==> src/wdsel_pkg.sv <==
package wdsel_pkg;
    localparam int unsigned WDSEL_ADDR_W = 32;
    localparam int unsigned WDSEL_DATA_W = 32;
    // register byte offsets
    localparam logic [11:0] WDSEL_CTRL_OFS = 12'h000;
    localparam logic [11:0] WDSEL_STAT_OFS = 12'h004;
    localparam logic [11:0] WDSEL_IEN_OFS = 12'h008;
    localparam logic [11:0] WDSEL_ICLR_OFS = 12'h00C;
    localparam logic [11:0] WDSEL_OPT_OFS = 12'h010;
    // control fields
    localparam int unsigned WDSEL_CTRL_ACT_BIT = 0;
    localparam int unsigned WDSEL_CTRL_IEN_BIT = 1;
    // event status fields
    localparam int unsigned WDSEL_EV_RST_BIT = 0;
    localparam int unsigned WDSEL_EV_IRQ_BIT = 1;
    localparam int unsigned WDSEL_EV_DENY_BIT = 2;
    localparam int unsigned WDSEL_EV_W = 3;
    // option fields
    localparam int unsigned WDSEL_OPT_HWR_BIT = 0;
    localparam int unsigned WDSEL_OPT_HWI_BIT = 1;
    localparam int unsigned WDSEL_OPT_FMP_BIT = 2;
    localparam logic [1:0] WDSEL_CTRL_RST = 2'h0;
    localparam logic [WDSEL_EV_W-1:0] WDSEL_EV_RST = 3'h0;

    typedef enum logic [1:0] {
        WDSEL_ACT_NONE,
        WDSEL_ACT_RESET,
        WDSEL_ACT_IRQ
    } wdsel_action_e;

    // timeout outcome decode
    function automatic wdsel_action_e wdsel_decode(
        input logic hw_rst,
        input logic hw_irq,
        input logic act,
        input logic ien
    );
        wdsel_action_e r;
        r = WDSEL_ACT_NONE;
        if (hw_rst) begin
            r = WDSEL_ACT_RESET;
        end else if (act) begin
            r = WDSEL_ACT_RESET;
        end else if (hw_irq) begin
            r = WDSEL_ACT_IRQ;
        end else if (ien) begin
            r = WDSEL_ACT_IRQ;
        end
        return r;
    endfunction : wdsel_decode
endpackage : wdsel_pkg

==> src/wdsel_sync.sv <==
`timescale 1ns/10ps
module wdsel_sync
    import wdsel_pkg::*;
(
    // clock and reset
    input wire logic i_clk,
    input wire logic i_rst_n,
    // async level in, synced out
    input wire logic i_d,
    output logic o_q
);
    logic meta_q;
    always_ff @(posedge i_clk) begin
        if (!i_rst_n) begin
            meta_q <= 1'b0;
            o_q <= 1'b0;
        end else begin
            meta_q <= i_d;
            o_q <= meta_q;
        end
    end
endmodule : wdsel_sync

==> src/wdsel_top.sv <==
`timescale 1ns/10ps
module wdsel_top
    import wdsel_pkg::*;
#(
    // manufacture constants
    parameter bit HW_WDOG_RESET_OPTION = 1'b0,
    parameter bit HW_WDOG_IRQ_OPTION = 1'b0,
    parameter bit FULL_READOUT_PROTECT_OPTION = 1'b0
)
(
    // clock and reset
    input wire logic i_clk,
    input wire logic i_rst_n,
    // apb slave
    input wire logic i_psel,
    input wire logic i_penable,
    input wire logic i_pwrite,
    input wire logic [WDSEL_ADDR_W-1:0] i_paddr,
    input wire logic [WDSEL_DATA_W-1:0] i_pwdata,
    output logic [WDSEL_DATA_W-1:0] o_prdata,
    output logic o_pready,
    output logic o_pslverr,
    // watchdog timeout and external readout request
    input wire logic i_wdog_timeout,
    input wire logic i_readout_req,
    // outcomes
    output logic o_sys_reset,
    output logic o_top_level_irq,
    output logic o_readout_grant,
    output logic o_readout_deny,
    output logic o_irq
);
    // option constants, never writable
    localparam logic hw_wdog_reset_option = HW_WDOG_RESET_OPTION;
    localparam logic hw_wdog_irq_option = HW_WDOG_IRQ_OPTION;
    localparam logic full_readout_protect_option =
        FULL_READOUT_PROTECT_OPTION;

    logic timeout_s;
    logic readout_s;
    logic timeout_prev_q;
    logic [1:0] wdog_control_status_q;
    logic [WDSEL_EV_W-1:0] stat_q;
    logic [WDSEL_EV_W-1:0] ien_q;
    logic [WDSEL_EV_W-1:0] ev_d;
    logic timeout_pulse;
    wdsel_action_e action;
    logic wr_en;
    logic rd_en;
    logic [11:0] ofs;
    logic hit;

    // pin synchronisers
    wdsel_sync u_sync_timeout (
        .i_clk(i_clk),
        .i_rst_n(i_rst_n),
        .i_d(i_wdog_timeout),
        .o_q(timeout_s)
    );
    wdsel_sync u_sync_readout (
        .i_clk(i_clk),
        .i_rst_n(i_rst_n),
        .i_d(i_readout_req),
        .o_q(readout_s)
    );

    // timeout edge
    always_ff @(posedge i_clk) begin
        if (!i_rst_n) begin
            timeout_prev_q <= 1'b0;
        end else begin
            timeout_prev_q <= timeout_s;
        end
    end
    assign timeout_pulse = timeout_s & ~timeout_prev_q;

    assign action = wdsel_decode(hw_wdog_reset_option, hw_wdog_irq_option,
        wdog_control_status_q[WDSEL_CTRL_ACT_BIT],
        wdog_control_status_q[WDSEL_CTRL_IEN_BIT]);

    // outcome pulses
    always_ff @(posedge i_clk) begin
        if (!i_rst_n) begin
            o_sys_reset <= 1'b0;
            o_top_level_irq <= 1'b0;
        end else begin
            o_sys_reset <= timeout_pulse
                && (action == WDSEL_ACT_RESET);
            o_top_level_irq <= timeout_pulse
                && (action == WDSEL_ACT_IRQ);
        end
    end

    // readout gate
    always_ff @(posedge i_clk) begin
        if (!i_rst_n) begin
            o_readout_grant <= 1'b0;
            o_readout_deny <= 1'b0;
        end else begin
            o_readout_grant <= readout_s
                & ~full_readout_protect_option;
            o_readout_deny <= readout_s
                & full_readout_protect_option;
        end
    end

    // apb decode
    assign ofs = i_paddr[11:0];
    assign wr_en = i_psel & i_penable & i_pwrite;
    assign rd_en = i_psel & ~i_penable & ~i_pwrite;
    always_comb begin
        hit = 1'b0;
        if (i_paddr[WDSEL_ADDR_W-1:12] != 20'h00000) begin
            hit = 1'b0;
        end else if (ofs == WDSEL_CTRL_OFS) begin
            hit = 1'b1;
        end else if (ofs == WDSEL_STAT_OFS) begin
            hit = 1'b1;
        end else if (ofs == WDSEL_IEN_OFS) begin
            hit = 1'b1;
        end else if (ofs == WDSEL_ICLR_OFS) begin
            hit = 1'b1;
        end else if (ofs == WDSEL_OPT_OFS) begin
            hit = 1'b1;
        end
    end

    // control register
    always_ff @(posedge i_clk) begin
        if (!i_rst_n) begin
            wdog_control_status_q <= WDSEL_CTRL_RST;
        end else if (wr_en && hit && ofs == WDSEL_CTRL_OFS) begin
            wdog_control_status_q <= i_pwdata[1:0];
        end
    end

    // irq enable register
    always_ff @(posedge i_clk) begin
        if (!i_rst_n) begin
            ien_q <= WDSEL_EV_RST;
        end else if (wr_en && hit && ofs == WDSEL_IEN_OFS) begin
            ien_q <= i_pwdata[WDSEL_EV_W-1:0];
        end
    end

    // sticky status, set beats clear
    always_comb begin
        ev_d = WDSEL_EV_RST;
        ev_d[WDSEL_EV_RST_BIT] = timeout_pulse && (action == WDSEL_ACT_RESET);
        ev_d[WDSEL_EV_IRQ_BIT] = timeout_pulse && (action == WDSEL_ACT_IRQ);
        ev_d[WDSEL_EV_DENY_BIT] = readout_s & full_readout_protect_option;
    end
    always_ff @(posedge i_clk) begin
        if (!i_rst_n) begin
            stat_q <= WDSEL_EV_RST;
        end else if (wr_en && hit && ofs == WDSEL_ICLR_OFS) begin
            stat_q <= (stat_q & ~i_pwdata[WDSEL_EV_W-1:0]) | ev_d;
        end else begin
            stat_q <= stat_q | ev_d;
        end
    end

    always_ff @(posedge i_clk) begin
        if (!i_rst_n) begin
            o_irq <= 1'b0;
        end else begin
            o_irq <= |(stat_q & ien_q);
        end
    end

    // read data captured in setup, answer in access
    always_ff @(posedge i_clk) begin
        if (!i_rst_n) begin
            o_prdata <= '0;
        end else if (rd_en && !hit) begin
            o_prdata <= '0;
        end else if (rd_en) begin
            o_prdata <= '0;
            if (ofs == WDSEL_CTRL_OFS) begin
                o_prdata[1:0] <= wdog_control_status_q;
            end else if (ofs == WDSEL_STAT_OFS) begin
                o_prdata[WDSEL_EV_W-1:0] <= stat_q;
            end else if (ofs == WDSEL_IEN_OFS) begin
                o_prdata[WDSEL_EV_W-1:0] <= ien_q;
            end else if (ofs == WDSEL_OPT_OFS) begin
                o_prdata[WDSEL_OPT_HWR_BIT] <= hw_wdog_reset_option;
                o_prdata[WDSEL_OPT_HWI_BIT] <= hw_wdog_irq_option;
                o_prdata[WDSEL_OPT_FMP_BIT] <= full_readout_protect_option;
            end
        end
    end

    always_ff @(posedge i_clk) begin
        if (!i_rst_n) begin
            o_pready <= 1'b0;
            o_pslverr <= 1'b0;
        end else begin
            o_pready <= i_psel & ~i_penable;
            o_pslverr <= i_psel & ~i_penable & ~hit;
        end
    end

    // checks
    property p_reset_opt;
        @(posedge i_clk) disable iff (!i_rst_n)
        (timeout_pulse && hw_wdog_reset_option) |=> o_sys_reset;
    endproperty
    a_reset_opt: assert property (p_reset_opt)
        else $error("reset option timeout gave no reset");

    property p_act_reset;
        @(posedge i_clk) disable iff (!i_rst_n)
        (timeout_pulse && wdog_control_status_q[WDSEL_CTRL_ACT_BIT])
        |=> (o_sys_reset && !o_top_level_irq);
    endproperty
    a_act_reset: assert property (p_act_reset)
        else $error("activation timeout gave no reset");

    property p_irq_opt;
        @(posedge i_clk) disable iff (!i_rst_n)
        (timeout_pulse && !hw_wdog_reset_option && hw_wdog_irq_option
         && !wdog_control_status_q[WDSEL_CTRL_ACT_BIT]) |=> o_top_level_irq;
    endproperty
    a_irq_opt: assert property (p_irq_opt)
        else $error("irq option timeout gave no irq");

    property p_excl;
        @(posedge i_clk) disable iff (!i_rst_n)
        !(o_sys_reset && o_top_level_irq);
    endproperty
    a_excl: assert property (p_excl)
        else $error("reset and irq together");

    property p_deny;
        @(posedge i_clk) disable iff (!i_rst_n)
        o_readout_grant |-> !full_readout_protect_option;
    endproperty
    a_deny: assert property (p_deny)
        else $error("readout granted while protected");

    property p_none;
        @(posedge i_clk) disable iff (!i_rst_n)
        (timeout_pulse && !hw_wdog_reset_option && !hw_wdog_irq_option
         && wdog_control_status_q == 2'h0)
        |=> (!o_sys_reset && !o_top_level_irq);
    endproperty
    a_none: assert property (p_none)
        else $error("idle decode produced an outcome");

    property p_ien_irq;
        @(posedge i_clk) disable iff (!i_rst_n)
        (timeout_pulse && !hw_wdog_reset_option && !hw_wdog_irq_option
         && wdog_control_status_q == 2'h2) |=> o_top_level_irq;
    endproperty
    a_ien_irq: assert property (p_ien_irq)
        else $error("enabled irq timeout gave no irq");

    property p_opt_read;
        @(posedge i_clk) disable iff (!i_rst_n)
        (rd_en && hit && ofs == WDSEL_OPT_OFS)
        |=> o_prdata[WDSEL_OPT_FMP_BIT] == full_readout_protect_option;
    endproperty
    a_opt_read: assert property (p_opt_read)
        else $error("option readback wrong");

    property p_both_opt;
        @(posedge i_clk) disable iff (!i_rst_n)
        (timeout_pulse && hw_wdog_reset_option && hw_wdog_irq_option)
        |=> (o_sys_reset && !o_top_level_irq);
    endproperty
    a_both_opt: assert property (p_both_opt)
        else $error("reset lost priority over irq");

    property p_deny_out;
        @(posedge i_clk) disable iff (!i_rst_n)
        (readout_s && full_readout_protect_option)
        |=> (o_readout_deny && !o_readout_grant);
    endproperty
    a_deny_out: assert property (p_deny_out)
        else $error("protected readout not refused");

    property p_grant_out;
        @(posedge i_clk) disable iff (!i_rst_n)
        (readout_s && !full_readout_protect_option) |=> o_readout_grant;
    endproperty
    a_grant_out: assert property (p_grant_out)
        else $error("unprotected readout not granted");

    property p_quiet;
        @(posedge i_clk) disable iff (!i_rst_n)
        !timeout_pulse |=> (!o_sys_reset && !o_top_level_irq);
    endproperty
    a_quiet: assert property (p_quiet)
        else $error("outcome without a timeout");

    property p_irq_level;
        @(posedge i_clk) disable iff (!i_rst_n)
        (|(stat_q & ien_q)) |=> o_irq;
    endproperty
    a_irq_level: assert property (p_irq_level)
        else $error("enabled status gave no irq");

    property p_pready;
        @(posedge i_clk) disable iff (!i_rst_n)
        (i_psel && !i_penable) |=> o_pready;
    endproperty
    a_pready: assert property (p_pready)
        else $error("setup cycle not answered");
endmodule : wdsel_top
==> config.mk <==
export PLATFORM = sky130hd
export DESIGN_NAME = wdsel_top
export DESIGN_NICKNAME = d
export VERILOG_FILES = /design/src/wdsel_pkg.sv /design/src/wdsel_sync.sv /design/src/wdsel_top.sv
export SDC_FILE = /design/constraint.sdc
export NUM_CORES = 1
export LEC_CHECK = 0
export BUFFER_PORTS_ARGS = -buffer_cell sky130_fd_sc_hd__buf_2
export CELL_PAD_IN_SITES_DETAIL_PLACEMENT = 0
export CELL_PAD_IN_SITES_GLOBAL_PLACEMENT = 2
export CORE_UTILIZATION = 19
export DETAILED_ROUTE_END_ITERATION = 10
export GPL_ROUTABILITY_DRIVEN = 0
export GPL_TIMING_DRIVEN = 0
export PLACE_DENSITY = 0.93
export SLEW_MARGIN = 20
export SYNTH_ARGS = -nofsm -noshare
export SYNTH_HDL_FRONTEND = slang
export SYNTH_SLANG_ARGS = --single-unit
==> constraint.sdc <==
create_clock -name i_clk -period 2.8 [get_ports i_clk]
set_clock_uncertainty 0.1 [all_clocks]
set_input_delay 0.7 -clock i_clk [delete_from_list [all_inputs] [get_ports i_clk]]
set_output_delay 0.7 -clock i_clk [all_outputs]
set_load 0.05 [all_outputs]
# Word-level counts from Yosys, hierarchy flattened
# Index checks and enable logic that the tools add are counted.
# classes
reduce_logical	12
eq_ne	6
n_mux	13
bitwise	16
# ops
op	n
12-bit by 4-bit == test with 1-bit output, second input constant	2
20-bit nonzero test	1
12-bit by 3-bit == test with 1-bit output, second input constant	1
12-bit by 5-bit == test with 1-bit output, second input constant	1
12-bit logical NOT	1
3-bit two-way mux	3
1-bit logical AND	7
1-bit two-way mux	7
1-bit AND	6
3-bit AND	2
2-bit two-way mux	3
3-bit by 2-bit bitwise OR with 3-bit output	2
1-bit inverter	5
3-bit inverter	1
3-bit OR reduction	1
2-bit by 1-bit == test with 1-bit output, second input constant	1
2-bit == test, second input constant	1
2-bit OR reduction	1
1-bit logical NOT	1
# word_totals
wordCells	62
regBits	22

# Longest topological paths before layout
# Gate-level depths: netlist of run 1.
# depth
ltp_word	10
ltp_mapped	5
ltp_nobuf	4

# By module
# From an unflattened synthesis of run 1, not the netlist that was laid out.
# unflattened
cells_unflattened	136
area_unflattened_um2	1171.1
# modules_own_cells
mod	area_per_inst_um2	instances	cells_per_inst	seq_area_each_um2
wdsel_top	1066.0	1	128	360.3
wdsel_sync	52.6	2	4	40.0

# Worst setup path before layout of run 1
# No wires, ideal clock.
# synth_timing
path_type	input to register
start	in i_paddr[15]
end	reg o_prdata[0]
setup_slack_ps	775
t_arrival_ps	1856
path_buffers	0
stages	4
cell_sequence	nor4_2 > nand4_2 > or4b_4 > o21ai_1
# synth_via
elab_chain_len	5
# synth_lines
element	line_no	source
start, declared	wdsel_top.sv:18	input wire logic [WDSEL_ADDR_W-1:0] i_paddr,
20-bit nonzero test	wdsel_top.sv:113	if (i_paddr[WDSEL_ADDR_W-1:12] != 20'h00000) begin
1-bit two-way mux	wdsel_top.sv:113	
1-bit logical NOT	wdsel_top.sv:175	end else if (rd_en && !hit) begin
1-bit logical AND	wdsel_top.sv:175	
2-bit OR reduction (no line)	--	
end signal, assigned	wdsel_top.sv:180	o_prdata[1:0] <= wdog_control_status_q;
end signal, assigned by index	wdsel_top.sv:182	o_prdata[WDSEL_EV_W-1:0] <= stat_q;
end signal, assigned by index	wdsel_top.sv:184	o_prdata[WDSEL_EV_W-1:0] <= ien_q;
end, declared	wdsel_top.sv:20	output logic [WDSEL_DATA_W-1:0] o_prdata,
# Every way passes these cells.
# A chain may end at the register's enable or synchronous reset.

# Worst setup path after layout of run 1
# layout_timing
start	in i_paddr[13]
end	reg stat_q[1]
# layout_via
elab_chain_len	5
# layout_lines
element	line_no	source
20-bit nonzero test	wdsel_top.sv:113	
1-bit two-way mux	wdsel_top.sv:113	
1-bit logical AND (2 in series)	wdsel_top.sv:156	end else if (wr_en && hit && ofs == WDSEL_ICLR_OFS) begin
3-bit two-way mux	wdsel_top.sv:156	
end signal, assigned	wdsel_top.sv:157	stat_q <= (stat_q & ~i_pwdata[WDSEL_EV_W-1:0]) | ev_d;
end signal, assigned	wdsel_top.sv:159	stat_q <= stat_q | ev_d;
end, declared	wdsel_top.sv:43	logic [WDSEL_EV_W-1:0] stat_q;
# Every way passes these cells.

==> impl_metrics.py, run 1 <==
metrics = {
    "worst_setup_path": {
        "endpoint_kind": "register",
        "crit_fanout": 5,
        "worst_ep_required_time_ps": 2820,
        "arrival_ps": 2290,
        "startpoint_type": "primary input",
        "crit_type": "primary input to register",
    },
    "logic_synthesis": {
        "synth_area_per_cell_um2": 8.84,
        "async_reset_ff_share_pct": 0,
        "synthAdderAreaFrac_pct": 0,
        "synth_ff_type": "dfxtp_1",
        "syn_area_mm2": 0.00118,
        "yosysWarnings": 0,
        "synth_mux_area_share_pct": 5.91,
        "synth_compound_area_share_pct": 7.50,
        "synth_top_family_by_area": "simple AND/OR/NAND/NOR gates",
        "yosysSeqAreaShare_pct": 37.2,
        "synth_cell_types": 30,
        "synth_area_leaders": "dfxtp_1 (37%), buf_4 (19%), mux2i_1 (5.9%), nor4_2 (5.3%), nand2_1 (4.8%)",
        "synthCells": 134,
        "ys_ff_latch": 22,
        "synth_top_area_cell": "dfxtp_1",
        "synth-edff-count": 0,
        "synth-simple-area-share_pct": 27.8,
        "netlist.area_leader.share_pct": 37.2,
        "synth_xor_area_share_pct": 0,
    },
    "clocking": {
        "clock-root-buffer": "clkbuf_8",
        "cts_tree": "yes",
        "cts_sinks": 22,
        "postCtsHoldBufs": 0,
        "cts_made_buffers": 3,
        "h-tree-depth": 1,
        "cts_setup_buffers": 0,
        "cts.clk_slew.worst_paths_ps": 80,
        "insertion_delay_ps": 260,
        "cts_resized": 0,
        "clk_path_buf_depth": 2,
    },
    "floorplan": {
        "ios": 110,
        "die_w_um": 81.0,
        "row_count": 28,
        "die-area_mm2": 0.00656,
        "core_area_mm2": 0.00596,
        "die_h_um": 81.0,
        "start_util_pct": 19.9,
    },
    "layout": {
        "final_cell_mix": "buf_2 (50), buf_4 (30), conb_1 (30)",
        "final_common_cell": "buf_2",
        "final_core_util_pct": 28.6,
        "finalNetCount": 288,
        "diodes": 0,
        "syn_to_final_growth_pct": 43.8,
        "drive_gt1_share_pct": 42.6,
        "finalInstanceArea_mm2": 0.00170,
    },
    "sta": {
        "rsz0062_at_grt": "no",
        "tightestPinTransition_ps": 753,
        "slew_violations": 0,
        "setup_violations": 0,
        "setup_tns_ps": 0,
        "fin_crit_ps": 2270,
        "max_freq_ghz": 0.441,
        "hold_ws_ps": 336,
        "slew_headroom_pct": 49.3,
        "hold_viol": 0,
        "fin_crit_sh_pct": 81.0,
    },
    "global_route": {
        "track_usage_pct": 7.46,
        "overflow": 0,
        "grt_start_max_net_pins": 14,
        "antenna_found_initial": 0,
        "grt_pass1_wl_um": 3760,
        "grt_pass1_vias": 864,
    },
    "detailed_routing": {
        "remaining_drc_errors": 0,
        "vias": 1049,
        "viasPerCell": 3.60,
        "dr.first_iter.drc_count": 40,
        "drtAntennaViolNets": 0,
        "first_pass_iters": 4,
        "wirelength_um": 2530,
        "wl_per_cell_um": 8.68,
    },
    "pwr": {
        "p_per_area_mw_per_mm2": 469,
        "leakage_nw": 0.829,
        "vdd.ir_drop.worst_v": 0.000186,
    },
    "place": {
        "dp_hpwl_um": 2100,
        "port_buffers": 49,
        "place_area_mm2": 0.00163,
    },
    "run_status": {
        "status": "complete, no violations",
    },
    "run": {
        "cap_violations": 0,
    },
    "min_path": {
        "hp-class": "register to register",
    },
}
[registers in the layout, summed over array words and instances (netlist names)]
register and cells:
o_sys_reset 1, u_sync_timeout.meta_q 1, o_pready 1, u_sync_readout.o_q 1, u_sync_timeout.o_q 1, stat_q 3, o_irq 1, o_top_level_irq 1
o_prdata 3, wdog_control_status_q 2, o_pslverr 1, ien_q 3, timeout_prev_q 1, o_readout_grant 1, u_sync_readout.meta_q 1
[cells in the mapped netlist (2+ instances only)]
master / instances
nand2_1: 15
dfxtp_1: 22
inv_1: 4
nor4_2: 5
nand3_1: 2
o21ai_0: 3
a31oi_1: 2
clkbuf_1: 2
nor4_1: 3
a21oi_1: 4
mux2i_1: 7
nor2_1: 8
and2_1: 6
o21ai_1: 3
buf_4: 30
nor2b_1: 4
[stage by stage]
stage	setup slack, ps	std cells	power (W)
4_1_cts	539	291	0.000805
3_3_place_gp	268	287	0.000508
5_1_grt	426	291	0.000828
3_5_place_dp	255	287	0.000510
2_1_floorplan	775	163	0.000471
6_report	532	291	0.000799
[layout make-up]
cell class	instances	area (µm²)
Buffer	33	238
Multi-Input combinational cell	104	601
Fill cell	658	4250
Clock buffer	3	41.3
Sequential cell	22	440
Clock inverter	1	30.0
Timing Repair Buffer	49	245
Tap cell	75	93.8
Inverter	4	15.0
[power breakdown]
part           internal (W)  total, W  switching [W]
registers          0.000317  0.000318    0.000000922
logic             0.0000598  0.000185       0.000125
clock network      0.000191  0.000297       0.000106
total              0.000568  0.000799       0.000232
[per-layer routing]
layer	track usage (%)	vias to the layer above	wire length, µm
met1	8.27	438	1070
met2	13.4	47	1200
met4	2.68	0	27
met5	0	-	0
met3	2.13	2	231
li1	-	562	-
[cell families (layout without fill, tap and decap cells)]
| group | after synthesis | count (layout) |
|---|---|---|
| simple gates | 52 | 52 |
| buf+inv | 37 | 90 |
| flops | 22 | 22 |
| compound gates | 15 | 15 |
| mux | 7 | 7 |
| other cells | 1 | 30 |
[worst paths after layout]
path / from / end / slack [ps] / cells after the start
setup / recovery: i_paddr[13] / stat_q[1] / 530 / 5
setup reg to reg: timeout_prev_q / stat_q[1] / 1640 / 4
hold reg to reg: u_sync_readout.meta_q / u_sync_readout.o_q / 340 / 1
hold / removal: u_sync_readout.meta_q / u_sync_readout.o_q / 340 / 1
[worst max-delay path, stage by stage]
cell and delay (ps):
buf_2 100, nor4_1 340, nand3_1 270, nor4_1 720
a31oi_1 160
Power figures use the tool's default switching activity.
==> inputs of run 2 (changes only) <==
Settings changed: ABC_AREA set to 1, PLACE_DENSITY 0.93 to 0.9.
Clock period 2.8 ns to 2.1 ns, I/O delays scaled along.
==> impl_metrics.py, run 2 <==
metrics = {
    "run_status": {
        "status": "complete, no violations",
    },
    "worst_setup_path": {
        "r2r-end": "stat_q[1]",
        "arrival_ps": 1560,
        "cp-endpoint": "stat_q[0]",
        "rr_startpoint": "wdog_control_status_q[1]",
        "crit_fanout": 6,
        "startpoint_type": "primary input",
        "crit_path_start": "i_paddr[4]",
        "crit_type": "primary input to register",
        "ff2ff_setup_slack_ps": 1080,
        "endpoint_kind": "register",
        "ff2ff_path_depth": 4,
        "worst_ep_required_time_ps": 2160,
    },
    "detailed_routing": {
        "dr.first_iter.drc_count": 31,
        "wl_per_cell_um": 7.97,
        "viasPerCell": 3.40,
        "drtAntennaViolNets": 0,
        "vias": 1313,
        "wirelength_um": 3080,
        "first_pass_iters": 4,
        "remaining_drc_errors": 0,
    },
    "min_path": {
        "hp-class": "register to register",
    },
    "logic_synthesis": {
        "synthCells": 205,
        "ys_top_cells_by_count": "nor2_1 (35), nand2_1 (32), buf_4 (30)",
        "synth_area_leaders": "dfxtp_1 (30%), buf_4 (16%), nor2_1 (9.0%), nand2_1 (8.3%), inv_1 (7.2%)",
        "yosysWarnings": 0,
        "netlist.area_leader.share_pct": 30.3,
        "synth_top_area_cell": "dfxtp_1",
        "ys_ff_latch": 22,
        "synth_cell_types": 29,
        "synth.most_common_cell": "nor2_1",
        "async_reset_ff_share_pct": 0,
        "synth_area_per_cell_um2": 7.09,
        "syn_area_mm2": 0.00145,
        "synth_ff_type": "dfxtp_1",
        "yosysSeqAreaShare_pct": 30.3,
        "synth-edff-count": 0,
    },
    "sta": {
        "setup_violations": 0,
        "fin_crit_ps": 1500,
        "max_freq_ghz": 0.667,
        "rsz0062_at_grt": "no",
        "slew_violations": 0,
        "setup_tns_ps": 0,
        "hold_ws_ps": 319,
        "fin_crit_sh_pct": 71.4,
        "hold_viol": 0,
    },
    "pwr": {
        "swShare_pct": 29.8,
        "pwr-share-clk_pct": 36.3,
        "p_per_area_mw_per_mm2": 543,
        "leakage_nw": 1.11,
        "seqPwrFrac_pct": 39.0,
        "combinationalPowerShare_pct": 24.7,
        "p_int_w": 0.000763,
        "vdd.ir_drop.worst_v": 0.000324,
        "p_sw_w": 0.000324,
    },
    "global_route": {
        "grt_pass1_wl_um": 5000,
        "track_usage_pct": 8.14,
        "grt_start_max_net_pins": 14,
        "grt_pass1_vias": 1167,
        "antenna_found_initial": 0,
        "overflow": 0,
    },
    "layout": {
        "final_cell_mix": "buf_2 (49), nor2_1 (35), nand2_1 (32)",
        "diodes": 0,
        "syn_to_final_growth_pct": 37.8,
        "reg_top3": "ien_q: 3 flops, o_prdata: 3 flops, stat_q: 3 flops",
        "drive_gt1_share_pct": 37.6,
        "finalNetCount": 359,
        "final_common_cell": "buf_2",
        "fillers": 819,
    },
    "floorplan": {
        "die_w_um": 89.4,
        "die-area_mm2": 0.00800,
        "start_util_pct": 19.8,
        "row_count": 31,
        "ios": 110,
        "die_h_um": 89.4,
        "core_area_mm2": 0.00733,
    },
    "place": {
        "port_buffers": 49,
        "dp_hpwl_um": 2680,
    },
    "clocking": {
        "cts_resized": 0,
        "cts_setup_buffers": 0,
        "insertion_delay_ps": 260,
        "clk_path_buf_depth": 2,
        "cts_sinks": 22,
        "cts_made_buffers": 3,
        "cts_tree": "yes",
        "cts.clk_slew.worst_paths_ps": 80,
        "h-tree-depth": 1,
        "postCtsHoldBufs": 0,
        "clock-root-buffer": "clkbuf_8",
    },
    "run": {
        "cap_violations": 0,
    },
}
-- run 2: changes by cell type in the layout (fill, tap and decap cells not counted), sizes merged, moves of 3 or more --
cell   before  now
nor2        8   40
inv         4   30
nand2      15   36
nand3       2   18
nor4        9    1
nand4       1    7
mux2i       7    2
nor2b       4    0
nor3        1    4
o21ai       6    3
-- run 2: critical path, cell delays in order --
cell      delay, ps
buf_2           100
inv_1           140
nand3_1          90
nor2_1          170
o21ai_2         100
nand2_4          90
nand4_1         140
o21bai_1        170
nand2_1          60
-- run 2: kinds of logic after synthesis --
logic type | Yosys count | synth area share (%)
other | 1 | 0.258
multiplexers | 2 | 1.38
AND/OR/NAND/NOR | 110 | 38.6
AO/OA/AOI/OAI | 7 | 4.05
flip-flops | 22 | 30.3
buffers and inverters | 63 | 25.4
-- run 2: power groups by stage --
stage / clock network [W] / registers (W) / logic, W
floorplan: 0 / 0.000441 / 0.000209
finish: 0.000394 / 0.000424 / 0.000268
detailed placement: 0 / 0.000434 / 0.000268
global placement: 0 / 0.000434 / 0.000267
CTS: 0.000410 / 0.000424 / 0.000268
global route: 0.000426 / 0.000425 / 0.000288
-- run 2: worst min path at each step --
| stage | slack, ps | start | end | cells past startpoint |
|---|---|---|---|---|
| 2_1_floorplan | 290 | u_sync_readout.o_q | o_readout_grant | 2 |
| 3_3_place_gp | 300 | u_sync_readout.meta_q | u_sync_readout.o_q | 2 |
| 3_5_place_dp | 300 | u_sync_timeout.meta_q | u_sync_timeout.o_q | 2 |
| 4_1_cts | 320 | u_sync_readout.o_q | o_readout_grant | 2 |
| 5_1_grt | 330 | u_sync_readout.o_q | o_readout_grant | 2 |
| 6_report | 320 | u_sync_timeout.meta_q | u_sync_timeout.o_q | 2 |
-- run 2: through the flow --
stage	setup WS, ps	total power, W	util [%]	cells	area [µm²]
final	600	0.00109	27.3	386	2000
after detailed placement	294	0.000702	26.3	382	1930
after global placement	318	0.000701	26.3	382	1930
after floorplan	562	0.000650	-	234	1560
after global routing	464	0.00114	27.3	386	2000
after CTS	578	0.00110	27.3	386	2000
-- run 2: layer usage --
metal | vias up | part of all wire (%) | track usage (%) | wire length (µm)
li1 | 734 | - | - | -
met1 | 531 | 43 | 8.99 | 1340
met2 | 44 | 49 | 15.3 | 1510
met3 | 4 | 6.0 | 2.49 | 186
met4 | 0 | 1.2 | 1.73 | 38
met5 | - | 0 | 0 | 0
-- run 2: final cells by class --
class	count	area [µm²]	area share, %
plain buffers	32	251	12.6
clock buffers	3	41.3	2.06
clock inverters	1	30.0	1.50
inverters	31	118	5.88
multi-input cells	149	752	37.6
flip-flops and latches	22	440	22.0
well taps	99	124	6.19
repair buffers	49	245	12.2
==> inputs of run 3 (changes only) <==
Settings changed: CORE_UTILIZATION 19 to 17, PLACE_DENSITY 0.9 to 0.85.
Clock period 2.1 ns to 1.2 ns, I/O delays scaled along.
==> impl_metrics.py, run 3 (synthesis results as in run 2) <==
metrics = {
    "run_status": {
        "status": "complete, but fails checks",
        "failed_checks": "setup timing",
    },
    "detailed_routing": {
        "met3_length_um": 179,
        "first_pass_iters": 4,
        "top_layer_used": "met4",
        "drtAntennaViolNets": 0,
        "wl_per_cell_um": 7.84,
        "viasPerCell": 3.36,
        "remaining_drc_errors": 0,
        "wirelength_um": 3090,
        "dr.first_iter.drc_count": 24,
        "met1_length_um": 1320,
        "wl_met2_um": 1560,
        "vias": 1325,
    },
    "place": {
        "place_ws_ps": -390,
        "dp_hpwl_um": 2630,
        "place_area_mm2": 0.00195,
        "dpl.cell_count": 388,
        "port_buffers": 49,
    },
    "sta": {
        "hold_viol": 0,
        "slew_violations": 0,
        "fin_crit_sh_pct": 107,
        "setup_tns_ps": -590,
        "hold_ws_ps": 121,
        "fin_crit_ps": 1280,
        "rsz0062_at_grt": "yes",
        "final.setup.worst_slack_ps": -85.0,
        "max_freq_ghz": 0.778,
        "setup_violations": 11,
    },
    "worst_setup_path": {
        "rr_startpoint": "wdog_control_status_q[1]",
        "crit_type": "primary input to register",
        "ff2ff_path_depth": 4,
        "r2r-end": "stat_q[1]",
        "cp-endpoint": "ien_q[1]",
        "arrival_ps": 1340,
        "crit_path_start": "i_paddr[23]",
        "crit_fanout": 6,
        "worst_ep_required_time_ps": 1260,
        "startpoint_type": "primary input",
        "endpoint_kind": "register",
        "ff2ff_setup_slack_ps": 210,
    },
    "min_path": {
        "hp-class": "primary input to register",
    },
    "floorplan": {
        "core_area_mm2": 0.00826,
        "die_h_um": 94.4,
        "die_w_um": 94.4,
        "ios": 110,
        "start_util_pct": 17.6,
        "die-area_mm2": 0.00892,
        "row_count": 33,
    },
    "global_route": {
        "overflow": 0,
        "grt_pass1_vias": 1262,
        "grt_pass1_wl_um": 5260,
        "track_usage_pct": 7.42,
        "antenna_found_initial": 0,
        "grt_start_max_net_pins": 14,
    },
    "layout": {
        "final_cell_mix": "buf_4 (35), buf_2 (35), nand2_1 (31)",
        "reg_top3": "ien_q: 3 flops, o_prdata: 3 flops, stat_q: 3 flops",
        "drive_gt1_share_pct": 43.6,
        "finalInstanceArea_mm2": 0.00215,
        "syn_to_final_growth_pct": 48.1,
        "finalNetCount": 361,
        "diodes": 0,
        "instances_no_fill": 394,
    },
    "clocking": {
        "cts_tree": "yes",
        "insertion_delay_ps": 260,
        "clock-root-buffer": "clkbuf_8",
        "cts.clk_slew.worst_paths_ps": 80,
        "h-tree-depth": 1,
        "postCtsHoldBufs": 0,
        "cts_made_buffers": 3,
        "clk_path_buf_depth": 2,
        "cts_sinks": 22,
    },
    "run": {
        "cap_violations": 0,
    },
    "pwr": {
        "leakage_nw": 1.13,
        "p_per_area_mw_per_mm2": 891,
        "vdd.ir_drop.worst_v": 0.000426,
    },
}
run 3: changes by cell type in the layout (fill, tap and decap cells not counted), moves of 3 or more:
| cell | change |
|---|---|
| nor2_1 | -7 |
| nor2_4 | +3 |
| dfxtp_1 | -3 |
| buf_6 | +11 |
| buf_2 | -14 |
| buf_4 | +5 |
| dfxtp_2 | +3 |
| nor2_2 | +4 |
run 3: report_power, final:
part | total [W] | switching [W] | internal, W | leakage (nW)
clock network | 0.000677 | 0.000232 | 0.000445 | 0.0357
logic | 0.000497 | 0.000329 | 0.000168 | 0.918
registers | 0.000743 | 0.00000326 | 0.000740 | 0.180
run 3: per-layer routing:
layer / track usage, % / vias to the layer above
met2: 14.1 / 40
met4: 1.54 / 0
li1: - / 738
met1: 8.16 / 545
met3: 1.93 / 2
met5: 0 / -
run 3: how the worst min path moves through the flow:
stage / startpoint / to / slack [ps] / depth (start not counted)
floorplan: u_sync_readout.o_q / o_readout_grant / 290 / 2
global placement: u_sync_timeout.meta_q / u_sync_timeout.o_q / 300 / 2
detailed placement: u_sync_timeout.meta_q / u_sync_timeout.o_q / 300 / 2
CTS: i_wdog_timeout / u_sync_timeout.meta_q / 110 / 3
global route: i_wdog_timeout / u_sync_timeout.meta_q / 110 / 3
finish: i_wdog_timeout / u_sync_timeout.meta_q / 120 / 3
run 3: stage by stage:
step,power (W),utilization [%]
after global placement,0.00123,23.6
after floorplan,0.00114,-
after global routing,0.00201,26.1
final,0.00192,26.1
after detailed placement,0.00123,23.6
after CTS,0.00193,25.4
run 3: layout make-up:
class,count,area (µm²)
multi-input combinational,149,800
fill,928,6110
tap,105,131
timing repair buffer,51,337
sequential,22,444
inverter,31,118
buffer,32,251
clock inverter,1,30.0
clock buffer,3,41.3
run 3: what timing repair did:
action | 4_1_cts | 5_1_grt
pin swaps | 12 | 15
hold endpoints to repair | 0 | 0
endpoints found under the setup margin | 19 | 18
buffers inserted | 2 | 0
gates resized for setup | 19 | 18
run 3: critical path: stages:
cell and delay [ps]:
buf_2 120, nor2_4 70, nand2_1 60, nor2_2 120
nand2_2 80, nor2_4 190, nand4_1 200, nor2_1 160
nor2_1 50
